**config.mk**
```make
export PLATFORM = sky130hd
export DESIGN_NAME = pqm_top
export DESIGN_NICKNAME = d
export VERILOG_FILES = /design/src/shared/pqm_pkg.sv /design/src/hdl/pqm_top.sv
export VERILOG_INCLUDE_DIRS = /design/src /design/src/shared
export SDC_FILE = /design/constraint.sdc
export NUM_CORES = 1
export LEC_CHECK = 0
export BUFFER_PORTS_ARGS = -buffer_cell sky130_fd_sc_hd__buf_2
export CORE_MARGIN = 2
export CORE_UTILIZATION = 47
export CTS_CLUSTER_SIZE = 10
export DETAILED_ROUTE_END_ITERATION = 16
export GPL_ROUTABILITY_DRIVEN = 0
export MAX_ROUTING_LAYER = met4
export PLACE_DENSITY = 0.78
export SKIP_LAST_GASP = 1
export SYNTH_ARGS = -nofsm -noshare
export SYNTH_HDL_FRONTEND = slang
export SYNTH_SLANG_ARGS = --single-unit
```
**constraint.sdc**
```tcl
create_clock -name sys_clk -period 3.94 [get_ports sys_clk]
set_input_delay 0.788 -clock sys_clk [delete_from_list [all_inputs] [get_ports sys_clk]]
set_output_delay 0.788 -clock sys_clk [all_outputs]
set_load 0.02 [all_outputs]
```
**src/shared/pqm_defs.svh**
```systemverilog
// Offsets, field positions, reset values for the priority map and unknown-unicast block.
// Assumes byte-wide registers at byte addresses on the switch register port.
`ifndef PQM_DEFS_SVH
`define PQM_DEFS_SVH

`define PQM_OFF_PCP_LOW     8'h80
`define PQM_OFF_PCP_HIGH    8'h81
`define PQM_OFF_TWO_Q       8'h82
`define PQM_OFF_UU_FWD      8'h83

`define PQM_RST_PCP_LOW     8'h50
`define PQM_RST_PCP_HIGH    8'hFA
`define PQM_RST_TWO_Q_SEL   2'h2
`define PQM_TWO_Q_RSVD      6'h08
`define PQM_UU_RSVD         2'h2
`define PQM_RST_UU_EN       1'b0
`define PQM_RST_UU_MAP      5'h00

`define PQM_TWO_Q_SEL_MSB   7
`define PQM_TWO_Q_SEL_LSB   6
`define PQM_UU_EN_BIT       5
`define PQM_UU_MAP_MSB      4
`define PQM_PCP_MSB         15
`define PQM_PCP_LSB         13

`define PQM_SEL_ONLY3       2'h0
`define PQM_SEL_BAD         2'h1
`define PQM_SEL_UPPER2      2'h2
`define PQM_SEL_ALL_BUT0    2'h3

`endif

```
**src/shared/pqm_pkg.sv**
```systemverilog
// Types shared by the priority map block and its bench.
// Assumes nothing beyond a SystemVerilog compiler.
`default_nettype none
package pqm_pkg;
    // Frame to classify: VLAN tag control word and optional ToS/DiffServ result
    typedef struct packed {
        logic        valid;
        logic [15:0] tci;
        logic        tos_valid;
        logic [1:0]  tos_result;
    } pqm_cls_req_t;

    // Classification answer
    typedef struct packed {
        logic       valid;
        logic [1:0] queue;
        logic       high;
    } pqm_cls_rsp_t;
endpackage : pqm_pkg
`default_nettype wire

```
**src/hdl/pqm_top.sv**
```systemverilog
// Priority queue mapping, two-queue folding and unknown-unicast forwarding control.
// Assumes register port and frame requests come from logic on sys_clk.
//
// Operation
// RL1: Priority 0..7 maps to queue 0..3; queue 3 highest, 0 lowest.
// RL2: Eight 2-bit fields; 0..3 in 0x80, 4..7 in 0x81, low bits first.
// RL3: Tagged frame uses its value's mapping field as its priority.
// RL4: Two-queue mode folds result to low/high; 0 always low, 3 always high.
// RL5: Threshold 00: results 0,1,2 low, only 3 high.
// RL6: Threshold 10 (reset value): 0,1 low; 2,3 high.
// RL7: Threshold 11: only 0 low; 1,2,3 high.
// RL8: Software never writes threshold 01.
// RL9: Enable bit 1 forwards unknown unicast per map; 0 disables; resets to 0.
// RL10: Five-bit map, bit 0 is port 1; zero discards, set bits forward.
// RL11: Map 11111 broadcasts to all ports including uplink.
// RL12: Software preserves reserved bits when writing.
// RL13: Priority value is the 3-bit priority code of the VLAN tag.
`default_nettype none
`include "pqm_defs.svh"
module pqm_top #(
    parameter int NUM_PORTS = 5
) (
    input  wire logic                  sys_clk,
    input  wire logic                  srst,
    input  wire logic [7:0]            reg_addr,
    input  wire logic                  reg_wr,
    input  wire logic                  reg_rd,
    input  wire logic [7:0]            reg_wdata,
    output var  logic [7:0]            reg_rdata,
    input  wire logic                  two_queue_mode,
    input  wire pqm_pkg::pqm_cls_req_t cls_req,
    output var  pqm_pkg::pqm_cls_rsp_t cls_rsp,
    input  wire logic                  uu_req,
    output var  logic                  uu_fwd_valid,
    output var  logic                  uu_special,
    output var  logic [NUM_PORTS-1:0]  uu_port_mask
);
    import pqm_pkg::*;

    logic [7:0]           pcp_low_q;
    logic [7:0]           pcp_high_q;
    logic [1:0]           two_q_sel_q;
    logic                 uu_en_q;
    logic [NUM_PORTS-1:0] uu_map_q;
    logic [15:0]          pcp_map;
    logic [2:0]           pcp;
    logic [1:0]           map_result;
    logic [1:0]           result;

    //--------------------------------------------------------------
    // Register writes
    //--------------------------------------------------------------
    always_ff @(posedge sys_clk) begin
        if (srst) begin
            pcp_low_q  <= `PQM_RST_PCP_LOW;
            pcp_high_q <= `PQM_RST_PCP_HIGH;
        end else if (reg_wr && reg_addr == `PQM_OFF_PCP_LOW) begin
            pcp_low_q <= reg_wdata; // [RL2]
        end else if (reg_wr && reg_addr == `PQM_OFF_PCP_HIGH) begin
            pcp_high_q <= reg_wdata; // [RL2]
        end
    end

    // Reserved bits are read-only, so a careless write cannot disturb them
    always_ff @(posedge sys_clk) begin
        if (srst) begin
            two_q_sel_q <= `PQM_RST_TWO_Q_SEL; // [RL6]
        end else if (reg_wr && reg_addr == `PQM_OFF_TWO_Q) begin
            two_q_sel_q <= reg_wdata[`PQM_TWO_Q_SEL_MSB:`PQM_TWO_Q_SEL_LSB];
        end
    end

    always_ff @(posedge sys_clk) begin
        if (srst) begin
            uu_en_q  <= `PQM_RST_UU_EN; // [RL9]
            uu_map_q <= NUM_PORTS'(`PQM_RST_UU_MAP);
        end else if (reg_wr && reg_addr == `PQM_OFF_UU_FWD) begin
            uu_en_q  <= reg_wdata[`PQM_UU_EN_BIT];
            uu_map_q <= reg_wdata[NUM_PORTS-1:0];
        end
    end

    //--------------------------------------------------------------
    // Register reads, one cycle after the strobe
    //--------------------------------------------------------------
    always_ff @(posedge sys_clk) begin
        if (srst) begin
            reg_rdata <= 8'h00;
        end else if (reg_rd) begin
            if (reg_addr == `PQM_OFF_PCP_LOW) begin
                reg_rdata <= pcp_low_q;
            end else if (reg_addr == `PQM_OFF_PCP_HIGH) begin
                reg_rdata <= pcp_high_q;
            end else if (reg_addr == `PQM_OFF_TWO_Q) begin
                reg_rdata <= {two_q_sel_q, `PQM_TWO_Q_RSVD};
            end else if (reg_addr == `PQM_OFF_UU_FWD) begin
                reg_rdata <= {`PQM_UU_RSVD, uu_en_q, uu_map_q};
            end else begin
                reg_rdata <= 8'h00;
            end
        end
    end

    //--------------------------------------------------------------
    // Classification
    //--------------------------------------------------------------
    function automatic logic fold_high(input logic [1:0] sel, input logic [1:0] r);
        logic h;
        h = 1'b0;
        case (sel)
            `PQM_SEL_ONLY3:    h = (r == 2'h3);  // [RL5]
            `PQM_SEL_ALL_BUT0: h = (r != 2'h0);  // [RL7]
            default:           h = r[1];         // [RL6]
        endcase
        return h;
    endfunction : fold_high

    assign pcp_map    = {pcp_high_q, pcp_low_q};
    assign pcp        = cls_req.tci[`PQM_PCP_MSB:`PQM_PCP_LSB]; // [RL13]
    assign map_result = pcp_map[{pcp, 1'b0} +: 2];              // [RL3]
    // A ToS/DiffServ result, when supplied, takes the place of the tag mapping
    assign result     = cls_req.tos_valid ? cls_req.tos_result : map_result;

    always_ff @(posedge sys_clk) begin
        if (srst) begin
            cls_rsp <= '0;
        end else begin
            cls_rsp.valid <= cls_req.valid;
            cls_rsp.queue <= result;                                       // [RL1]
            cls_rsp.high  <= two_queue_mode && fold_high(two_q_sel_q, result); // [RL4]
        end
    end

    //--------------------------------------------------------------
    // Unknown-unicast forwarding
    //--------------------------------------------------------------
    always_ff @(posedge sys_clk) begin
        if (srst) begin
            uu_fwd_valid <= 1'b0;
            uu_special   <= 1'b0;
            uu_port_mask <= '0;
        end else begin
            uu_fwd_valid <= uu_req;
            uu_special   <= uu_en_q;                            // [RL9]
            uu_port_mask <= uu_en_q ? uu_map_q : '0;            // [RL10] [RL11]
        end
    end

    //--------------------------------------------------------------
    // Assertions
    //--------------------------------------------------------------
    property p_queue_map; // [RL3]
        @(posedge sys_clk) disable iff (srst)
        cls_rsp.valid && !$past(cls_req.tos_valid) && !$past(srst) |->
            cls_rsp.queue == $past(pcp_map[{cls_req.tci[15:13], 1'b0} +: 2]);
    endproperty
    a_queue_map: assert property (p_queue_map) // [RL3]
        else $error("queue differs from mapping field");

    property p_pcp_field; // [RL13]
        @(posedge sys_clk) disable iff (srst)
        cls_req.valid && !cls_req.tos_valid && cls_req.tci[15:13] == 3'h7 |=>
            cls_rsp.queue == $past(pcp_high_q[7:6]);
    endproperty
    a_pcp_field: assert property (p_pcp_field) // [RL13]
        else $error("priority code not taken from tag");

    property p_low_write; // [RL2]
        @(posedge sys_clk) disable iff (srst)
        reg_wr && reg_addr == 8'h80 ##1 reg_rd && reg_addr == 8'h80 && !reg_wr |=>
            reg_rdata == $past(reg_wdata, 2);
    endproperty
    a_low_write: assert property (p_low_write) // [RL2]
        else $error("pcp low map did not store write");

    property p_fold_ends; // [RL4]
        @(posedge sys_clk) disable iff (srst)
        two_queue_mode && cls_req.valid |=>
            ($past(result) != 2'h3 || cls_rsp.high) &&
            ($past(result) != 2'h0 || !cls_rsp.high);
    endproperty
    a_fold_ends: assert property (p_fold_ends) // [RL4]
        else $error("result 0 or 3 folded wrongly");

    property p_sel00; // [RL5]
        @(posedge sys_clk) disable iff (srst)
        two_queue_mode && two_q_sel_q == 2'h0 |=> cls_rsp.high == ($past(result) == 2'h3);
    endproperty
    a_sel00: assert property (p_sel00) // [RL5]
        else $error("threshold 00 fold wrong");

    property p_sel10; // [RL6]
        @(posedge sys_clk) disable iff (srst)
        two_queue_mode && two_q_sel_q == 2'h2 |=> cls_rsp.high == ($past(result) >= 2'h2);
    endproperty
    a_sel10: assert property (p_sel10) // [RL6]
        else $error("threshold 10 fold wrong");

    property p_sel11; // [RL7]
        @(posedge sys_clk) disable iff (srst)
        two_queue_mode && two_q_sel_q == 2'h3 |=> cls_rsp.high == ($past(result) != 2'h0);
    endproperty
    a_sel11: assert property (p_sel11) // [RL7]
        else $error("threshold 11 fold wrong");

    property p_uu_off; // [RL9]
        @(posedge sys_clk) disable iff (srst)
        !uu_en_q |=> !uu_special && uu_port_mask == '0;
    endproperty
    a_uu_off: assert property (p_uu_off) // [RL9]
        else $error("unknown unicast forwarded while disabled");

    property p_uu_map; // [RL10]
        @(posedge sys_clk) disable iff (srst)
        uu_en_q |=> uu_special && uu_port_mask == $past(uu_map_q);
    endproperty
    a_uu_map: assert property (p_uu_map) // [RL10]
        else $error("unknown unicast mask differs from map");

    property p_uu_bcast; // [RL11]
        @(posedge sys_clk) disable iff (srst)
        reg_wr && reg_addr == 8'h83 && reg_wdata[5:0] == 6'h3F ##1 !reg_wr |=>
            uu_port_mask == {NUM_PORTS{1'b1}};
    endproperty
    a_uu_bcast: assert property (p_uu_bcast) // [RL11]
        else $error("broadcast map not sent to all ports");

endmodule : pqm_top
`default_nettype wire

```
==> results.json <==
{
  "unrepaired_setup_endpoints_after_global_routing": "no",
  "worst_hold_path_type": "register to register",
  "cts.hold.buffers_added": 0,
  "startpoint_of_the_most_critical_register_to_register_path": "two_q_sel_q[0]",
  "crit_path_cell_trace": "buf_2 -> nor2_1 -> nand4_2 -> a211o_1",
  "drv_cap": 0,
  "timing.critical_path.to_type": "register",
  "holdWs_ns": 0.466,
  "synth_ff_type": "dfxtp_1",
  "synthTopCellsByCount": "43 x dfxtp_1, 24 x mux2i_1, 21 x nor2_1",
  "report.final.slew_viol_count": 0,
  "final.setup_skew_ns": 0.00571,
  "post-cts-setup-buffer-count": 0,
  "via_per_inst": 5.55,
  "ys_types": 32,
  "setup.worst_path.class": "input port to register",
  "tns_ns": 0,
  "critical_path_peak_fanout": 13,
  "timing.critical_path.arrival_ns": 2.40,
  "share_seq_of_total_power": 0.522,
  "post_drt_antenna_nets": 0,
  "holdCritStartpoint": "reg_rdata[5]",
  "flow.area_growth_from_synthesis_pct": 17.1,
  "setup.worst_path.start": "reg_addr[1]",
  "critical_path.max_stage_delay_ns": 0.50,
  "clk_path_buf_depth": 2,
  "globalRouteOverflowTotal": 0,
  "place.port_buffers": 47,
  "power_per_cell_area_mw_per_mm2": 364,
  "grt_max_degree": 39,
  "grt_first_pass_wirelength_mm": 7.19,
  "worstSkewPairLatency_ns": 0.29,
  "yosysTopAreaCellShare": 0.437,
  "crit_path_top_delay_cell": "nand4_2",
  "placement_rows": 23,
  "setup-violations-final": 0,
  "timing_worst_slew_pin_value_ns": 0.689,
  "ctsHtreeMaxLevel": 2,
  "overall_routed_net_length_mm": 4.48,
  "routedWlPerCell_um": 15.0,
  "critical_path.startpoint_type": "input port",
  "cellLeakagePower_nw": 1.05,
  "post-synth-top-count-cell": "dfxtp_1",
  "drt_drc_violations_left": 0,
  "antenna_cells_inserted": 0,
  "critPathTopFamily": "simple AND/OR/NAND/NOR gates",
  "drtIter0Drc": 105,
  "number_of_nets_in_the_synthesized_netlist": 251,
  "post_synth_inst_count": 207,
  "dieWidth_um": 68.7,
  "cts.reportedPaths.clkPinSlew_ns": 0.08,
  "netlist_area_mm2": 0.00197,
  "number_of_antenna_violations_at_the_first_check_in_global_routing": 0,
  "internal_cell_power_mw": 0.651,
  "layout-drive-gt1-share": 0.245,
  "via_count_of_the_first_global_routing_pass": 1546,
  "timing.critical_path.buf_inv": 1,
  "netSwitchingFraction": 0.225,
  "comb_power_share": 0.084,
  "fin_crit_sh": 0.563,
  "track_usage": 0.212,
  "synth-seq-area-share": 0.437,
  "cts_tree": "done",
  "status": "completed",
  "worst-endpoint-required_ns": 4.12,
  "synth_enable_flop_cells": 0,
  "synth_warnings": 0,
  "floorplan.initialDensity": 0.489,
  "finalHoldViolations": 0,
  "ir_worst_vdd_uv": 212,
  "number_of_search_and_repair_iterations_in_the_first_detailed_routing_pass": 4,
  "cts_resized": 0,
  "synth-seq-cells": 43,
  "total_of_fill_cells_in_the_finished_design": 385,
  "synthDominantAreaCellType": "dfxtp_1",
  "number_of_top_level_pins": 61,
  "core_mm2": 0.00403,
  "fin_nets": 293,
  "synth_async_sr_flop_share": 0,
  "synthTopCellsByArea": "dfxtp_1 44%, mux2i_1 12%, a21oi_1 4.1%",
  "max-slew-margin-rel": 0.540,
  "layout_min_cycle_time_ns": 2.22,
  "place_hpwl_mm": 3.15,
  "vias": 1658,
  "clock_power_share": 0.393,
  "fmax_ghz": 0.451,
  "power_spent_charging_and_discharging_nets_mw": 0.189,
  "floorplan.die.height_um": 68.7,
  "cts_buffers": 5,
  "die-area_mm2": 0.00472,
  "avg_inst_size_synth_um2": 9.51,
  "clock_tree.root_cell": "clkbuf_8",
  "cts.sinks": 43
}
==> layer usage <==
metal	routed length, µm	GRT usage	vias to the layer above
met2	2260	0.361	31
met5	0	-	-
met4	112	0.0956	0
li1	-	-	828
met3	152	0.0422	10
met1	1950	0.240	789
==> placed cells by master, fill, tap and decap left out, types with 2 or more instances in the layout <==
master	Yosys	final
nand4_1	2	2
a22oi_1	4	4
and2_1	6	6
inv_1	10	10
o21ai_0	7	7
nand3_1	14	14
o2bb2ai_1	6	6
nor2_1	21	21
buf_2	3	47
clkbuf_8	0	5
dfxtp_1	43	43
a311o_1	2	2
nand2b_1	9	9
a211o_1	8	8
nand4_2	2	2
nor2b_1	6	6
ha_1	2	2
mux2i_1	24	24
a21oi_1	16	16
a221oi_2	2	2
==> power groups by stage <==
stage / Combinational, mW / Clock (mW) / Sequential [mW]
finish: 0.0709 / 0.330 / 0.439
global route: 0.0777 / 0.348 / 0.439
CTS: 0.0704 / 0.337 / 0.439
detailed placement: 0.0701 / 0 / 0.449
global placement: 0.0696 / 0 / 0.449
floorplan: 0.0384 / 0 / 0.453
==> metrics by stage <==
stage	cells	instance area [µm²]	utilization	setup WS [ns]	total power, mW
after floorplan	207	1970	-	1.97	0.492
after global placement	292	2200	0.547	1.51	0.518
after detailed placement	292	2200	0.547	1.48	0.519
after CTS	299	2310	0.572	1.77	0.846
after global routing	299	2310	0.572	1.66	0.864
final	299	2310	0.572	1.72	0.840
==> kinds of logic after synthesis <==
kind of cell	count (synthesis)	share of synthesized area
adder cells (fa/ha/maj)	2	0.0127
flip-flops	43	0.437
multiplexers	24	0.122
AND/OR/NAND/NOR	67	0.196
AO/OA/AOI/OAI	49	0.181
buffers and inverters	22	0.0515
==> flip-flops by register name (all words and copies together), names as in the netlist <==
name          cells
pcp_low_q         8
uu_en_q           1
uu_map_q          5
uu_fwd_valid      1
reg_rdata         8
uu_port_mask      5
cls_rsp           4
pcp_high_q        8
uu_special        1
two_q_sel_q       2
==> final cells by class <==
class,count,area (µm²),share of cell area
multi-input cells,142,1010,0.437
flip-flops and latches,43,861,0.373
repair buffers,47,235,0.102
clock buffers,6,72.6,0.0315
well taps,50,62.6,0.0271
inverters,10,37.5,0.0163
clock inverters,1,30.0,0.0130
==> worst min-delay path, delay by kind of cell (launching register included) <==
family          cells  cell delay, ns
compound gates      1            0.05
flops               1            0.31
simple gates        1            0.06
==> worst paths after layout <==
kind / depth (start not counted) / slack, ns / end
max: 4 / 1.72 / pcp_low_q[6]
min: 2 / 0.47 / reg_rdata[5]
max reg2reg: 5 / 2.40 / cls_rsp[0]
min reg2reg: 2 / 0.47 / reg_rdata[5]
No activity file was read; power rests on OpenSTA's default activity.
